[src/verilog/anx_defs.svh]
`ifndef ANX_DEFS_SVH
`define ANX_DEFS_SVH

// ----------------------------------------------------------------
// management register addresses
// ----------------------------------------------------------------
`define ANX_REG_EXP      5'h06
`define ANX_REG_NPTX     5'h07

// ----------------------------------------------------------------
// expansion status field positions
// ----------------------------------------------------------------
`define ANX_EXP_LP_AN    0
`define ANX_EXP_PG_RX    1
`define ANX_EXP_LOC_NP   2
`define ANX_EXP_LP_NP    3
`define ANX_EXP_PD_FLT   4
`define ANX_EXP_RSV_LO   5
`define ANX_EXP_RSV_HI   15

// ----------------------------------------------------------------
// next page transmit register layout and reset
// ----------------------------------------------------------------
`define ANX_NPTX_RST     16'h2001
`define ANX_NPTX_WMASK   16'hb7ff
`define ANX_RSV_AUX_RST  11'h000

// ----------------------------------------------------------------
// clause-22 frame constants
// ----------------------------------------------------------------
`define ANX_PRE_ONES     6'h20
`define ANX_OP_RD        2'h2
`define ANX_OP_WR        2'h1
`define ANX_HDR_LAST     5'h0c
`define ANX_DATA_LAST    5'h0f
`define ANX_DATA_END     5'h10
`define ANX_TA_LAST      5'h01

`endif

[src/verilog/anx_pkg.sv]
package anx_pkg;

    // outgoing next page link control word
    typedef struct packed {
        logic        more_pages_flag;
        logic        rsvd;
        logic        message_page_flag;
        logic        can_comply_flag;
        logic        toggle;
        logic [10:0] code;
    } anx_np_word_t;

    // live status from the negotiation engine
    typedef struct packed {
        logic pd_fault;
        logic lp_np_capable;
        logic page_stored;
        logic flp_valid;
    } anx_an_status_t;

    // management frame sequencer
    typedef enum logic [2:0] {
        ANX_PRE,
        ANX_HDR,
        ANX_TA,
        ANX_RD,
        ANX_WR
    } anx_state_t;

endpackage : anx_pkg

[src/verilog/anx_regs.sv]
`timescale 1ns/100ps
`include "anx_defs.svh"

// Function
// - expansion reserved bits 15..5 always read zero.
// - override-protected bits change only while the override input is one.
// - parallel detection fault bit sets on fault and latches high.
// - partner next-page bit follows partner's received next page flag.
// - local next-page capable bit always reads one.
// - page received bit sets on each stored partner word, latches high.
// - reading the expansion register clears page received.
// - partner auto-negotiation bit sets once valid pulse bursts arrive.
// - expansion status register sits at management address 6.
// - next page register at address 7, toggle and bit 14 read-only.
// - next page register bit 14 always reads zero.
// - outgoing more-pages flag follows register bit 15.
// - next pages sent only when flag set and partner supports them.
// - outgoing message page flag follows register bit 13.
// - outgoing can-comply flag follows register bit 12.
// - toggle inverts with each next page word sent without a base word in the same cycle.
// - first next page toggle is inverse of base word bit 11.
// - bits 10..0 go out as message or unformatted code.
module anx_regs (
    input  wire logic                    clk,
    input  wire logic                    rstn,
    input  wire logic                    mdc,
    input  wire logic                    mdio_in,
    output logic                         mdio_out,
    output logic                         mdio_oe_n,
    input  wire logic [4:0]              phy_addr,
    input  wire logic                    cmd_override,
    input  wire anx_pkg::anx_an_status_t an_status,
    input  wire logic                    base_word_bit11,
    input  wire logic                    base_word_sent,
    input  wire logic                    np_word_sent,
    output anx_pkg::anx_np_word_t        np_word,
    output logic                         np_enable,
    output logic [10:0]                  reserved_aux
);

    // ----------------------------------------------------------------
    // pin synchronisers
    // ----------------------------------------------------------------
    logic [2:0] mdc_sync_r;
    logic [1:0] mdio_sync_r;
    logic [4:0] pa_meta_r;
    logic [4:0] pa_sync_r;
    logic       mdc_rise;
    logic       mdio_bit;

    // third mdc stage only feeds the edge detector, never the first
    always_ff @(posedge clk or negedge rstn) begin
        if (!rstn) begin
            mdc_sync_r  <= 3'h0;
            mdio_sync_r <= 2'h0;
            pa_meta_r   <= 5'h00;
            pa_sync_r   <= 5'h00;
        end else begin
            mdc_sync_r  <= {mdc_sync_r[1:0], mdc};
            mdio_sync_r <= {mdio_sync_r[0], mdio_in};
            // strapped address pins, settled long before the first frame
            pa_meta_r   <= phy_addr;
            pa_sync_r   <= pa_meta_r;
        end
    end

    // data and clock share the same two-stage delay, so each bit lines up with its edge
    assign mdc_rise = mdc_sync_r[1] & ~mdc_sync_r[2];
    // limitation: mdc halves shorter than about two clocks lose bits
    assign mdio_bit = mdio_sync_r[1];

    // ----------------------------------------------------------------
    // frame sequencer
    // ----------------------------------------------------------------
    anx_pkg::anx_state_t state_r, state_nxt;
    logic [5:0]  ones_r, ones_nxt;
    logic [4:0]  cnt_r, cnt_nxt;
    logic [12:0] hdr_r, hdr_nxt;
    logic [15:0] shift_r, shift_nxt;
    logic        mdio_out_r, mdio_out_nxt;
    logic        mdio_oe_n_r, mdio_oe_n_nxt;
    logic        rd_exp;
    logic        wr_exp;
    logic        wr_nptx;
    logic [15:0] rdata;
    logic [12:0] hdr_full;

    // read mux: unmapped addresses answer zero
    function automatic logic [15:0] read_mux(input logic [4:0] ra,
                                             input logic [15:0] exp_v,
                                             input logic [15:0] nptx_v);
        logic [15:0] r;
        r = 16'h0000;
        if (ra == `ANX_REG_EXP) begin
            r = exp_v;
        end else if (ra == `ANX_REG_NPTX) begin
            r = nptx_v;
        end
        return r;
    endfunction : read_mux

    assign hdr_full = {hdr_r[11:0], mdio_bit};

    // one bit per synchronised mdc rising edge; slow mdc assumed
    always_comb begin
        state_nxt     = state_r;
        ones_nxt      = ones_r;
        cnt_nxt       = cnt_r;
        hdr_nxt       = hdr_r;
        shift_nxt     = shift_r;
        mdio_out_nxt  = mdio_out_r;
        mdio_oe_n_nxt = mdio_oe_n_r;
        rd_exp        = 1'b0;
        wr_exp        = 1'b0;
        wr_nptx       = 1'b0;
        if (mdc_rise) begin
            case (state_r)
                anx_pkg::ANX_PRE: begin
                    if (mdio_bit) begin
                        // extra preamble ones saturate the counter
                        if (ones_r != `ANX_PRE_ONES) begin
                            ones_nxt = ones_r + 6'h01;
                        end
                    end else if (ones_r == `ANX_PRE_ONES) begin
                        // first start bit seen after full preamble
                        state_nxt = anx_pkg::ANX_HDR;
                        cnt_nxt   = 5'h00;
                        ones_nxt  = 6'h00;
                    end else begin
                        ones_nxt = 6'h00;
                    end
                end
                anx_pkg::ANX_HDR: begin
                    hdr_nxt = hdr_full;
                    cnt_nxt = cnt_r + 5'h01;
                    if (cnt_r == `ANX_HDR_LAST) begin
                        cnt_nxt   = 5'h00;
                        state_nxt = anx_pkg::ANX_PRE;
                        if (hdr_full[12] && hdr_full[9:5] == pa_sync_r) begin
                            if (hdr_full[11:10] == `ANX_OP_RD) begin
                                state_nxt = anx_pkg::ANX_TA;
                                // whole word captured now; a later set waits for the next read
                                shift_nxt = rdata;
                                rd_exp    = (hdr_full[4:0] == `ANX_REG_EXP);
                            end else if (hdr_full[11:10] == `ANX_OP_WR) begin
                                state_nxt = anx_pkg::ANX_TA;
                            end
                        end
                    end
                end
                anx_pkg::ANX_TA: begin
                    if (hdr_r[11:10] == `ANX_OP_RD) begin
                        // drive the low half of turnaround
                        mdio_out_nxt  = 1'b0;
                        mdio_oe_n_nxt = 1'b0;
                        state_nxt     = anx_pkg::ANX_RD;
                        cnt_nxt       = 5'h00;
                    end else if (cnt_r == `ANX_TA_LAST) begin
                        state_nxt = anx_pkg::ANX_WR;
                        cnt_nxt   = 5'h00;
                    end else begin
                        cnt_nxt = cnt_r + 5'h01;
                    end
                end
                anx_pkg::ANX_RD: begin
                    if (cnt_r == `ANX_DATA_END) begin
                        // release the line one bit after the last data bit
                        mdio_oe_n_nxt = 1'b1;
                        mdio_out_nxt  = 1'b0;
                        state_nxt     = anx_pkg::ANX_PRE;
                    end else begin
                        mdio_out_nxt = shift_r[15];
                        shift_nxt    = {shift_r[14:0], 1'b0};
                        cnt_nxt      = cnt_r + 5'h01;
                    end
                end
                anx_pkg::ANX_WR: begin
                    shift_nxt = {shift_r[14:0], mdio_bit};
                    cnt_nxt   = cnt_r + 5'h01;
                    // a short frame never reaches the last bit and writes nothing
                    if (cnt_r == `ANX_DATA_LAST) begin
                        state_nxt = anx_pkg::ANX_PRE;
                        wr_exp    = (hdr_r[4:0] == `ANX_REG_EXP);
                        wr_nptx   = (hdr_r[4:0] == `ANX_REG_NPTX);
                    end
                end
                default: begin
                    state_nxt = anx_pkg::ANX_PRE;
                end
            endcase
        end
    end

    // sequencer state, registers only
    always_ff @(posedge clk or negedge rstn) begin
        if (!rstn) begin
            state_r     <= anx_pkg::ANX_PRE;
            ones_r      <= 6'h00;
            cnt_r       <= 5'h00;
            hdr_r       <= 13'h0000;
            shift_r     <= 16'h0000;
            mdio_out_r  <= 1'b0;
            mdio_oe_n_r <= 1'b1;
        end else begin
            state_r     <= state_nxt;
            ones_r      <= ones_nxt;
            cnt_r       <= cnt_nxt;
            hdr_r       <= hdr_nxt;
            shift_r     <= shift_nxt;
            mdio_out_r  <= mdio_out_nxt;
            mdio_oe_n_r <= mdio_oe_n_nxt;
        end
    end

    // ----------------------------------------------------------------
    // register bank
    // ----------------------------------------------------------------
    logic        pd_fault_r, pd_fault_nxt;
    logic        pg_rx_r, pg_rx_nxt;
    logic        lp_np_r, lp_np_nxt;
    logic        lp_an_r, lp_an_nxt;
    logic [10:0] aux_r, aux_nxt;
    logic [15:0] nptx_r, nptx_nxt;
    logic        toggle_r, toggle_nxt;
    logic        np_en_r, np_en_nxt;
    logic [15:0] exp_v;
    logic [15:0] nptx_v;
    logic [15:0] wdata;

    // the last data bit is still in flight, so splice it in
    assign wdata = {shift_r[14:0], mdio_bit};

    // status image; reserved bits stay zero, decode above
    always_comb begin
        exp_v                  = 16'h0000;
        exp_v[`ANX_EXP_PD_FLT] = pd_fault_r;
        exp_v[`ANX_EXP_LP_NP]  = lp_np_r;
        exp_v[`ANX_EXP_LOC_NP] = 1'b1;
        exp_v[`ANX_EXP_PG_RX]  = pg_rx_r;
        exp_v[`ANX_EXP_LP_AN]  = lp_an_r;
    end

    // bit 14 read zero; toggle is hardware owned
    assign nptx_v = {nptx_r[15], 1'b0, nptx_r[13:12], toggle_r, nptx_r[10:0]};
    assign rdata  = read_mux(hdr_full[4:0], exp_v, nptx_v);

    // latched flags: a set in the read cycle wins over the clear
    always_comb begin
        // fault latch, returns to live value after a read
        pd_fault_nxt = an_status.pd_fault | (pd_fault_r & ~rd_exp);
        pg_rx_nxt    = an_status.page_stored | (pg_rx_r & ~rd_exp);
        // reserved bits only reach the auxiliary output, never the read data
        aux_nxt      = aux_r;
        if (wr_exp && cmd_override) begin
            aux_nxt = wdata[`ANX_EXP_RSV_HI:`ANX_EXP_RSV_LO];
        end
        nptx_nxt = nptx_r;
        if (wr_nptx) begin
            nptx_nxt = (wdata & `ANX_NPTX_WMASK) | (nptx_r & ~`ANX_NPTX_WMASK);
        end
        // base word and next page word in one cycle: the base word wins
        toggle_nxt = toggle_r;
        if (base_word_sent) begin
            toggle_nxt = ~base_word_bit11;
        end else if (np_word_sent) begin
            toggle_nxt = ~toggle_r;
        end
        lp_np_nxt = an_status.lp_np_capable;
        lp_an_nxt = an_status.flp_valid;
        // next page gating, both ends must support it
        np_en_nxt = nptx_nxt[15] & an_status.lp_np_capable;
    end

    always_ff @(posedge clk or negedge rstn) begin
        if (!rstn) begin
            pd_fault_r <= 1'b0;
            pg_rx_r    <= 1'b0;
            lp_np_r    <= 1'b0;
            lp_an_r    <= 1'b0;
            aux_r      <= `ANX_RSV_AUX_RST;
            nptx_r     <= `ANX_NPTX_RST;
            toggle_r   <= 1'b0;
            np_en_r    <= 1'b0;
        end else begin
            pd_fault_r <= pd_fault_nxt;
            pg_rx_r    <= pg_rx_nxt;
            lp_np_r    <= lp_np_nxt;
            lp_an_r    <= lp_an_nxt;
            aux_r      <= aux_nxt;
            nptx_r     <= nptx_nxt;
            toggle_r   <= toggle_nxt;
            np_en_r    <= np_en_nxt;
        end
    end

    // ----------------------------------------------------------------
    // outputs
    // ----------------------------------------------------------------
    anx_pkg::anx_np_word_t np_word_r, np_word_nxt;

    always_comb begin
        np_word_nxt.more_pages_flag   = nptx_nxt[15];
        np_word_nxt.rsvd              = 1'b0;
        np_word_nxt.message_page_flag = nptx_nxt[13];
        np_word_nxt.can_comply_flag   = nptx_nxt[12];
        np_word_nxt.toggle            = toggle_nxt;
        np_word_nxt.code              = nptx_nxt[10:0];
    end

    // built from next values so word and register agree in the same cycle
    always_ff @(posedge clk or negedge rstn) begin
        if (!rstn) begin
            np_word_r <= '0;
        end else begin
            np_word_r <= np_word_nxt;
        end
    end

    // every output is a plain flop copy
    assign mdio_out     = mdio_out_r;
    assign mdio_oe_n    = mdio_oe_n_r;
    assign np_word      = np_word_r;
    assign np_enable    = np_en_r;
    assign reserved_aux = aux_r;

endmodule : anx_regs

[config.mk]
export PLATFORM = sky130hd
export DESIGN_NAME = anx_regs
export DESIGN_NICKNAME = d
export VERILOG_FILES = /design/src/verilog/anx_pkg.sv /design/src/verilog/anx_regs.sv
export VERILOG_INCLUDE_DIRS = /design/src /design/src/verilog
export SDC_FILE = /design/constraint.sdc
export NUM_CORES = 1
export LEC_CHECK = 0
export BUFFER_PORTS_ARGS = -buffer_cell sky130_fd_sc_hd__buf_4
export CAP_MARGIN = 20
export CORE_ASPECT_RATIO = 0.75
export CORE_MARGIN = 2
export CORE_UTILIZATION = 55
export DETAILED_ROUTE_END_ITERATION = 16
export PLACE_DENSITY = 0.79
export SLEW_MARGIN = 20
export SYNTH_ARGS = -nofsm -noshare
export SYNTH_HDL_FRONTEND = slang
export SYNTH_SLANG_ARGS = --single-unit
[constraint.sdc]
create_clock -name clk -period 5.1 [get_ports clk]
set_input_delay 1.02 -clock clk [delete_from_list [all_inputs] [get_ports clk]]
set_output_delay 1.02 -clock clk [all_outputs]
set_load 0.02 [all_outputs]
* Word-level counts from Yosys, hierarchy flattened *
Index checks and enable logic that the tools add are counted.

storage, ports and cells
  bits of input ports = 17
  bits in registers = 106
  logic and storage cells = 126

cells by class
  add/sub/neg operators = 2
  equality and inequality tests = 29
  mux-type cells = 46
  reduce and logical (&&, ||, !) cells = 14
  bitwise operators = 11

operator list
  cell                   count
  $mux W16               7
  $pmux W16 S3           1
  $mux W5                6
  $pmux W5 S5            1
  $mux W3                7
  $eq A5 B3 Y1 const B   4
  $ne A2 B2 Y1 const B   9
  $mux W1                16
  $or A16 B15 Y16        1
  $pmux W3 S5            1
  $mux W6                2
  $eq A5 B4 Y1 const B   2
  $reduce_and A7 Y1      1
  $add A6 B1 Y6 const B  1
  $eq A3 B2 Y1 const B   2
  $eq A6 B6 Y1 const B   1
  $mux W2                3
  $ne A6 B6 Y1 const B   1
  $reduce_and A3 Y1      2
  $reduce_and A6 Y1      1
  $add A5 B1 Y5 const B  1
  $eq A5 B1 Y1 const B   1
  $eq A5 B5 Y1           1
  $eq A5 B5 Y1 const B   1
  other kinds (18)       29

* Depth between registers and ports, before layout *
Gate-level depths: netlist (run 1).

  word-level depth = 9
  gate-level depth with buffers = 9

* Worst setup path before layout (run 1) *
OpenSTA, ideal clock, no wires.

  path type = reg2reg
  start = register cnt_r[0]
  end = register shift_r[0]
  period minus slack after synthesis = 2151 ps
  setup time = 128 ps
  cell stages (with the launch flop) = 10
  slack = 2949 ps
  arrival time = 2023 ps
  data required time = 4972 ps
  cell sequence = dfrtp_1 inv_1 ha_1 and4bb_2 mux2i_1 nand3b_1 a221o_1 buf_2 buf_2 mux2_1

between the ends
  cells in the longest elaborated chain, start to end = 3
  elaborated cells between the ends (all ways) = 5

ends and longest elaborated chain
  item                                                           line             text
  start: declaration                                             anx_regs.sv:77   logic [4:0] cnt_r, cnt_nxt;
  start signal: assignment                                       anx_regs.sv:207  cnt_r <= cnt_nxt;
  $eq A5 B5 Y1 (no line) / $eq A5 B4 Y1 (equally long branches)  -
  $ne A2 B2 Y1 (no line)                                         -
  $reduce_and A6 Y1 (no line) *                                  -
  end signal: assignment                                         anx_regs.sv:209  shift_r <= shift_nxt;
  end: declaration                                               anx_regs.sv:79   logic [15:0] shift_r, shift_nxt;

Mark *: on every way between the ends. The rest lies on a longest branch, timed or not.
A chain may end at the register's enable or synchronous reset.

* Final worst setup path (run 1) *
  start = register cnt_r[0]
  end = register np_en_r (netlist: np_enable)

between the ends
  cells in the longest elaborated chain, start to end = 6

ends and longest elaborated chain
  item                    line             text
  $eq A5 B4 Y1 (no line)  -
  $mux W1                 anx_regs.sv:181  if (cnt_r == `ANX_DATA_LAST) begin
  $mux W1                 anx_regs.sv:117  case (state_r)
  $mux W1                 anx_regs.sv:116  if (mdc_rise) begin
  $mux W16                anx_regs.sv:258  if (wr_nptx) begin
  via nptx_nxt[15]        anx_regs.sv:223  logic [15:0] nptx_r, nptx_nxt;
  $and A1 B1 Y1           anx_regs.sv:271  np_en_nxt = nptx_nxt[15] & an_status.lp_np_capable;
  via np_en_nxt           anx_regs.sv:225  logic np_en_r, np_en_nxt;
  end signal: assignment  anx_regs.sv:292  np_en_r <= np_en_nxt;
  end: declaration        anx_regs.sv:225

The timed path passes the listed nets, and every way through them passes these cells.

==> flow_summary.json, run 1 <==
{
  "cts_tree": "built",
  "placed_cell_area_mm2": 0.00442,
  "cts-root-buf": "clkbuf_8",
  "grt-ovfl-total": 0,
  "crit_required_ns": 5.37,
  "slew_headroom_pct": 47.1,
  "stdcell_area_mm2": 0.00461,
  "cts_setup_buffers": 0,
  "start_util_pct": 56.6,
  "grt_pass1_vias": 2519,
  "peakVddDrop_mv": 0.223,
  "grt_pass1_wl_um": 12300,
  "diodes": 0,
  "ys_seq_elements": 92,
  "synth_area_leaders": "dfrtp_1 54%, mux2_1 7.4%, mux2_2 6.3%",
  "drive_gt1_share_pct": 25.1,
  "grt_antenna_before_repair": 0,
  "netlist_top_cells_count": "89 x dfrtp_1, 32 x nand2_1, 27 x mux2_1",
  "cts_made_buffers": 9,
  "ff2ff_path_depth": 8,
  "htree_levels": 3,
  "hold_path.class": "reg -> reg",
  "finalSetupViolCount": 0,
  "cts_buffer_depth": 2,
  "maxCapViolations": 0,
  "yosysMostFrequentCell": "dfrtp_1",
  "cts_sinks": 92,
  "synthesis.nets": 360,
  "gp_congestion": 0.829,
  "cp-start-kind": "register",
  "r2r_start": "cnt_r[0]",
  "p_leak_nw": 2.25,
  "coreArea_mm2": 0.00730,
  "min_to": "pa_sync_r[1]",
  "avgViaCountPerCell": 5.53,
  "die-area_mm2": 0.00823,
  "async_reset_ff_share_pct": 100,
  "drv_slew": 0,
  "io_pins": 47,
  "power_density_mw_per_mm2": 283,
  "synth_top_area_share_pct": 53.9,
  "synth.distinct_cells": 54,
  "synth-seq-area-share_pct": 55.8,
  "die_h_um": 79.0,
  "worstHoldPathCells": 0,
  "worstMarginPinSlew_ns": 0.794,
  "timing.rr.end": "np_enable",
  "ys.flop_type": "dfrtp_1",
  "wl_um": 7330,
  "cts_hold_buf": 0,
  "cts_resized": 0,
  "io_buffers": 45,
  "dieWidth_um": 104,
  "wl_per_cell_um": 15.6,
  "netlist_instances": 336,
  "drtIter0Drc": 126,
  "vias": 2604,
  "worstSkewPairLatency_ns": 0.37,
  "hold_start": "pa_meta_r[1]",
  "startpoint": "cnt_r[0]",
  "syn_avg_cell_area_um2": 12.3,
  "netlist_area_mm2": 0.00413,
  "rsz0062_at_grt": "no",
  "reg2reg_slack_ns": 2.47,
  "status": "completed",
  "path_clk_slew_ns": 0.09,
  "fmax_mhz": 380,
  "worst-setup-path-type": "reg -> reg",
  "synth_enable_flop_cells": 0,
  "num-nets-final": 389,
  "crit_arrival_ns": 2.90,
  "end_kind": "register",
  "fin_tns_setup_ns": 0,
  "dr.pass1.iters": 4,
  "period_share_pct": 51.6,
  "period_minus_slack_ns": 2.63,
  "ant_nets": 0,
  "rows": 27,
  "hold_viol": 0,
  "worstPathMaxFanout": 15,
  "fin_skew_ns": 0.0112,
  "area.growth.synth_to_final_pct": 11.7,
  "drc": 0,
  "yosysTopAreaCell": "dfrtp_1",
  "grt_max_degree": 52,
  "ys.warnings.count": 0,
  "track_usage_pct": 19.3,
  "dpl.hpwl_um": 5050
}
## worst max-delay path: stages, from the launching register on
cell and delay (ns):
dfrtp_1 0.44, ha_1 0.22, and3_1 0.17, ha_1 0.18
nand3b_1 0.10, nor4_2 0.32, nand2_1 0.44, mux2_1 0.49
and2_1 0.17
## flip-flops by register name (all words and copies together), names as in the netlist, 5 cells and up
name,flops
cnt_r,5
reserved_aux,11
pa_sync_r,5
ones_r,6
hdr_r,12
np_word,12
shift_r,16
pa_meta_r,5
nptx_r,5
## how the worst max path moves through the flow
stage          slack, ns    endpoint  cells past startpoint
2_1_floorplan       2.95  shift_r[0]                      9
3_3_place_gp        2.56   np_enable                      8
3_5_place_dp        2.48   np_enable                      8
4_1_cts             2.43   np_enable                      8
5_1_grt             2.26   np_enable                      8
6_report            2.47   np_enable                      8
## report_power, final
part           internal, W  total [W]  switching (W)
clock             0.000222   0.000476       0.000254
combinational    0.0000272  0.0000617      0.0000345
sequential        0.000748   0.000768      0.0000209
total             0.000997    0.00131       0.000309
## metal layers
layer | GRT usage, % | vias up | share of wire (%)
met5 | 0 | - | 0
met4 | 6.49 | 0 | 1.4
met3 | 6.57 | 10 | 5.0
met2 | 29.9 | 51 | 47
met1 | 25.8 | 1317 | 47
li1 | - | 1226 | -
## through the flow
stage	cells	util, %	hold WS [ns]	power [W]	setup slack [ns]
3_3_place_gp	455	60.5	0.333	0.000843	2.56
6_report	471	63.2	0.353	0.00131	2.47
2_1_floorplan	336	-	0.331	0.000812	2.95
4_1_cts	471	63.2	0.356	0.00133	2.43
5_1_grt	471	63.2	0.367	0.00137	2.26
3_5_place_dp	455	60.5	0.336	0.000847	2.48
## placed cells by master, fill, tap and decap left out, drive strengths merged, types with 4 or more instances in the layout
cell     n
buf     46
o31ai    6
dfrtp   89
nand3b   4
nor3     4
nand2b   5
clkbuf  13
nand3    5
inv     13
mux2    50
a22o    11
nand2   32
ha       7
o21ai   13
mux2i    6
nor2     9
a21oi    4
## cell type report
class / instances / area (um^2)
clock buffer: 13 / 169
clock inverter: 3 / 26.3
fill: 615 / 2690
inverter: 11 / 41.3
multi-input combinational: 205 / 1600
sequential: 92 / 2310
tap: 101 / 126
timing repair buffer: 46 / 345
## kinds of logic after synthesis
| family | count (synthesis) | synth area share, % |
|---|---|---|
| buffers and inverters | 39 | 5.48 |
| adder cells (fa/ha/maj) | 7 | 2.12 |
| AND/OR/NAND/NOR | 84 | 11.1 |
| AO/OA/AOI/OAI | 51 | 8.97 |
| flip-flops | 92 | 55.8 |
| multiplexers | 56 | 15.1 |
| other | 1 | 0.0908 |
| XOR/XNOR | 6 | 1.27 |
Note: power is estimated with default switching activity, not from simulation.
==> run 2, diff against run 1 <==
==> constraint.sdc (replaced) <==
create_clock -name clk -period 2.5 [get_ports clk]
set_input_delay 0.5 -clock clk [delete_from_list [all_inputs] [get_ports clk]]
set_output_delay 0.5 -clock clk [all_outputs]
set_load 0.02 [all_outputs]
==> run 2 against run 1 <==
Maximum frequency rose by 18%. Die area stayed put. Setup slack worse by 2.2 ns. Cell count is 2.1% higher. Worst hold slack worse by 0.19 ns. Sequential power increased by 100%. Combinational power grew 120%. Via count increased by 2.5%. Critical path type unchanged. Largest cell class unchanged.
==> flow_summary.json, run 2 (synthesized netlist as in run 1, its figures left out) <==
{
  "power_density_mw_per_mm2": 572,
  "critPathTopFamily": "simple AND/OR/NAND/NOR gates",
  "grt_pass1_wl_um": 13000,
  "period_share_pct": 89.1,
  "path_cells": "ha_1, and3_1, ha_1, nand3b_1, nor4_2, nand2_1, buf_4, mux2_1",
  "dpl.hpwl_um": 5310,
  "wl_um": 7630,
  "hold_viol": 0,
  "period_minus_slack_ns": 2.23,
  "cp-start-kind": "register",
  "cts-root-buf": "clkbuf_8",
  "slew_headroom_pct": 56.0,
  "htree_levels": 3,
  "fmax_mhz": 449,
  "gp_congestion": 0.801,
  "finalSetupViolCount": 0,
  "start_util_pct": 56.6,
  "critPathMostFrequentCell": "ha_1",
  "cts_made_buffers": 9,
  "crit_path_max_incr_delay_ns": 0.45,
  "die_h_um": 79.0,
  "area.growth.synth_to_final_pct": 14.2,
  "post-place-ws_ns": 0.308,
  "wl_per_cell_um": 15.9,
  "io_buffers": 45,
  "drive_gt1_share_pct": 27.4,
  "dieWidth_um": 104,
  "path_clk_slew_ns": 0.10,
  "crit_required_ns": 2.74,
  "num-nets-final": 399,
  "vias": 2670,
  "cts_sinks": 92,
  "avgViaCountPerCell": 5.55,
  "final_common_cell": "dfrtp_1",
  "fin_skew_ns": 0.00829,
  "final_cell_mix": "89 x dfrtp_1, 54 x buf_4, 32 x nand2_1",
  "crit_slowest_cell": "dfrtp_1",
  "peakVddDrop_mv": 0.354,
  "fillers": 558,
  "io_pins": 47,
  "path_buf_inv": 1,
  "rows": 27,
  "drc": 0,
  "coreArea_mm2": 0.00730,
  "fin_tns_setup_ns": 0,
  "ant_nets": 0,
  "regMostFlops": "shift_r",
  "crit_arrival_ns": 2.47,
  "p_leak_nw": 2.31,
  "die-area_mm2": 0.00823,
  "worst-setup-path-type": "reg -> reg",
  "grt_max_degree": 53,
  "status": "completed",
  "end_kind": "register",
  "diodes": 0,
  "worstSkewPairLatency_ns": 0.37,
  "track_usage_pct": 20.4,
  "maxCapViolations": 0,
  "cts_tree": "built",
  "largest_reg_flops": 16,
  "grt_pass1_vias": 2669,
  "grt_antenna_before_repair": 0,
  "hold_path.class": "in -> async",
  "dr.pass1.iters": 4,
  "grt-ovfl-total": 0,
  "fin_ws_ns": 0.273,
  "drtIter0Drc": 125,
  "cts_setup_buffers": 0,
  "cts_resized": 0,
  "cts_buffer_depth": 2,
  "cts_hold_buf": 0,
  "rsz0062_at_grt": "no",
  "worstMarginPinSlew_ns": 0.660,
  "drv_slew": 0,
  "worstPathMaxFanout": 8
}
[run 2: changes by cell type in the layout (fill, tap and decap cells not counted), sizes merged]
cell	delta
clkbuf	-4
inv	+2
clkinv	+2
buf	+10
[run 2: area by class of cell]
cell class / instances / area [um^2] / share of cell area (%)
sequential: 92 / 2310 / 48.9
multi-input combinational: 205 / 1600 / 33.9
timing repair buffer: 56 / 445 / 9.44
tap: 101 / 126 / 2.68
clock buffer: 9 / 124 / 2.63
clock inverter: 7 / 76.3 / 1.62
inverter: 11 / 41.3 / 0.875
[run 2: layer usage]
layer  wire length, um  global-route usage [%]  up-vias  part of all wire [%]
met1              3530                    27.1     1338                    46
met2              3640                    32.4       64                    48
met4               123                    7.97        0                   1.6
met3               336                    5.50       12                   4.4
li1                  -                       -     1256                     -
met5                 0                       0        -                     0
[run 2: report_power, final]
part           internal, W  leakage, nW  switching (W)
Clock             0.000398        0.103       0.000603
Combinational    0.0000610        0.998      0.0000746
Sequential         0.00153         1.21      0.0000385
Total              0.00198         2.31       0.000716
[run 2: metrics by stage]
stage | instance area [um^2] | util (%) | hold slack [ns] | instances | total power (W)
after CTS | 4720 | 64.6 | 0.175 | 481 | 0.00273
after global placement | 4520 | 61.9 | 0.332 | 465 | 0.00173
final | 4720 | 64.6 | 0.159 | 481 | 0.00270
after global routing | 4720 | 64.6 | 0.195 | 481 | 0.00282
after detailed placement | 4520 | 61.9 | 0.335 | 465 | 0.00173
after floorplan | 4130 | - | 0.204 | 336 | 0.00166
[run 2: path summary, 6_finish.rpt]
check / start / slack [ns] / end / cells past startpoint
hold reg to reg: pa_meta_r[1] / 0.36 / pa_sync_r[1] / 0
setup reg to reg: cnt_r[0] / 0.27 / np_word[13] / 8
setup / recovery: cnt_r[0] / 0.27 / np_word[13] / 8
max in group asynchronous: rstn / 1.69 / nptx_r[13] / 2
hold / removal: rstn / 0.16 / cnt_r[3] / 1
min in group clk: phy_addr[2] / 0.23 / pa_meta_r[2] / 1
[run 2: worst register-to-register path: cells and delay by family (launching register included)]
kind / cells / cell delay, ns
simple gates: 4 / 0.73
buf+inv: 1 / 0.20
mux: 1 / 0.35
fa+ha+maj: 2 / 0.40
flops: 1 / 0.45
==> run 3, diff against run 2 <==
--- a/config.mk
+++ b/config.mk
@@ -13,6 +13,8 @@
 export CORE_UTILIZATION = 55
 export DETAILED_ROUTE_END_ITERATION = 16
 export PLACE_DENSITY = 0.79
+export RECOVER_POWER = 25
+export SKIP_LAST_GASP = 1
 export SLEW_MARGIN = 20
 export SYNTH_ARGS = -nofsm -noshare
 export SYNTH_HDL_FRONTEND = slang
==> run 3 against run 2 <==
Total power hardly changed. Largest cell class unchanged. Via count is 0.11% lower. Critical endpoint unchanged. Largest power group unchanged. Register-to-register slack hardly changed. Cell count is the same. Setup slack unchanged.
==> flow_summary.json, run 3 (synthesized netlist as in run 1, its figures left out) <==
{
  "top_usage_layer": "met2",
  "io_buffers": 45,
  "cts_resized": 0,
  "hold_path.class": "in -> reg",
  "maxCapViolations": 0,
  "crit_required_ns": 2.74,
  "coreArea_mm2": 0.00730,
  "grt_antenna_before_repair": 0,
  "crit_arrival_ns": 2.47,
  "start_util_pct": 56.6,
  "cts_sinks": 92,
  "fin_tns_setup_ns": 0,
  "final_cell_mix": "89 x dfrtp_1, 44 x buf_4, 32 x nand2_1",
  "fillers": 559,
  "power_density_mw_per_mm2": 573,
  "cts_setup_buffers": 0,
  "cts_hold_buf": 0,
  "die_h_um": 79.0,
  "ant_nets": 0,
  "period_share_pct": 89.1,
  "rows": 27,
  "use_met3_pct": 5.50,
  "ff2ff_path_depth": 8,
  "end_kind": "register",
  "dieWidth_um": 104,
  "period_minus_slack_ns": 2.23,
  "hold_viol": 0,
  "num-nets-final": 399,
  "drv_slew": 0,
  "slew_headroom_pct": 13.0,
  "cts_made_buffers": 9,
  "track_usage_pct": 20.4,
  "wl_per_cell_um": 15.8,
  "regMostFlops": "shift_r",
  "grtUsageMet1_pct": 27.1,
  "grt_max_degree": 53,
  "grt-ovfl-total": 0,
  "reg2reg_slack_ns": 0.27,
  "fmax_mhz": 449,
  "htree_levels": 3,
  "path_clk_slew_ns": 0.10,
  "worstMarginPinSlew_ns": 1.31,
  "fin_skew_ns": 0.00855,
  "cts_buffer_depth": 2,
  "hold_start": "phy_addr[2]",
  "drc": 0,
  "dpl.hpwl_um": 5310,
  "cts-root-buf": "clkbuf_8",
  "avgViaCountPerCell": 5.54,
  "grt_pass1_wl_um": 13000,
  "grt_pass1_vias": 2669,
  "io_pins": 47,
  "timing.rr.end": "np_word[13]",
  "cts_tree": "built",
  "die-area_mm2": 0.00823,
  "gp_congestion": 0.801,
  "r2r_start": "cnt_r[0]",
  "p_leak_nw": 2.31,
  "worstPathMaxFanout": 8,
  "drtIter0Drc": 125,
  "status": "completed",
  "use_met2_pct": 32.4,
  "vias": 2667,
  "holdWs_ns": 0.250,
  "dr.pass1.iters": 4,
  "worstHoldPathCells": 1,
  "worstSkewPairLatency_ns": 0.37,
  "peakVddDrop_mv": 0.354,
  "drive_gt1_share_pct": 27.4,
  "cp-start-kind": "register",
  "rsz0062_at_grt": "no",
  "wl_um": 7620,
  "final_common_cell": "dfrtp_1",
  "area.growth.synth_to_final_pct": 14.1,
  "worst-setup-path-type": "reg -> reg",
  "diodes": 0,
  "min_to": "pa_meta_r[2]",
  "largest_reg_flops": 16,
  "finalSetupViolCount": 0
}
[run 3: layout make-up]
type                       instances  area, um^2  share of cell area (%)
sequential                        92        2310                    48.9
clock buffer                       9         124                    2.63
tap                              101         126                    2.68
clock inverter                     7        76.3                    1.62
timing repair buffer              56         443                    9.39
inverter                          11        41.3                   0.876
multi-input combinational        205        1600                    33.9
[run 3: routing by layer]
layer,up-vias,part of all wire (%)
met5,-,0
met4,0,1.6
met3,12,4.3
met2,58,48
met1,1341,46
li1,1256,-
[run 3: worst max-delay path by stage]
| stage | start | to |
|---|---|---|
| finish | cnt_r[0] | np_word[13] |
| global route | cnt_r[0] | np_word[13] |
| CTS | cnt_r[0] | np_word[13] |
| detailed placement | cnt_r[0] | np_word[13] |
| global placement | cnt_r[0] | np_word[13] |
| floorplan | cnt_r[0] | shift_r[0] |
[run 3: through the flow]
| stage | power, W | std cells | instance area, um^2 | util [%] | setup slack [ns] |
|---|---|---|---|---|---|
| final | 0.00270 | 481 | 4710 | 64.6 | 0.273 |
| after global routing | 0.00282 | 481 | 4710 | 64.6 | 0.105 |
| after CTS | 0.00273 | 481 | 4720 | 64.6 | 0.282 |
| after detailed placement | 0.00173 | 465 | 4520 | 61.9 | 0.308 |
| after global placement | 0.00173 | 465 | 4520 | 61.9 | 0.355 |
| after floorplan | 0.00166 | 336 | 4130 | - | 0.349 |
[run 3: worst max-delay path: stages, from the launching register on]
cell	delay, ns
dfrtp_1	0.45
ha_1	0.22
and3_1	0.16
ha_1	0.18
nand3b_1	0.09
nor4_2	0.32
nand2_1	0.15
buf_4	0.20
mux2_1	0.34
[run 3: where the power goes]
part           switching, W  internal, W
clock              0.000603     0.000398
combinational     0.0000749    0.0000600
sequential        0.0000390      0.00153
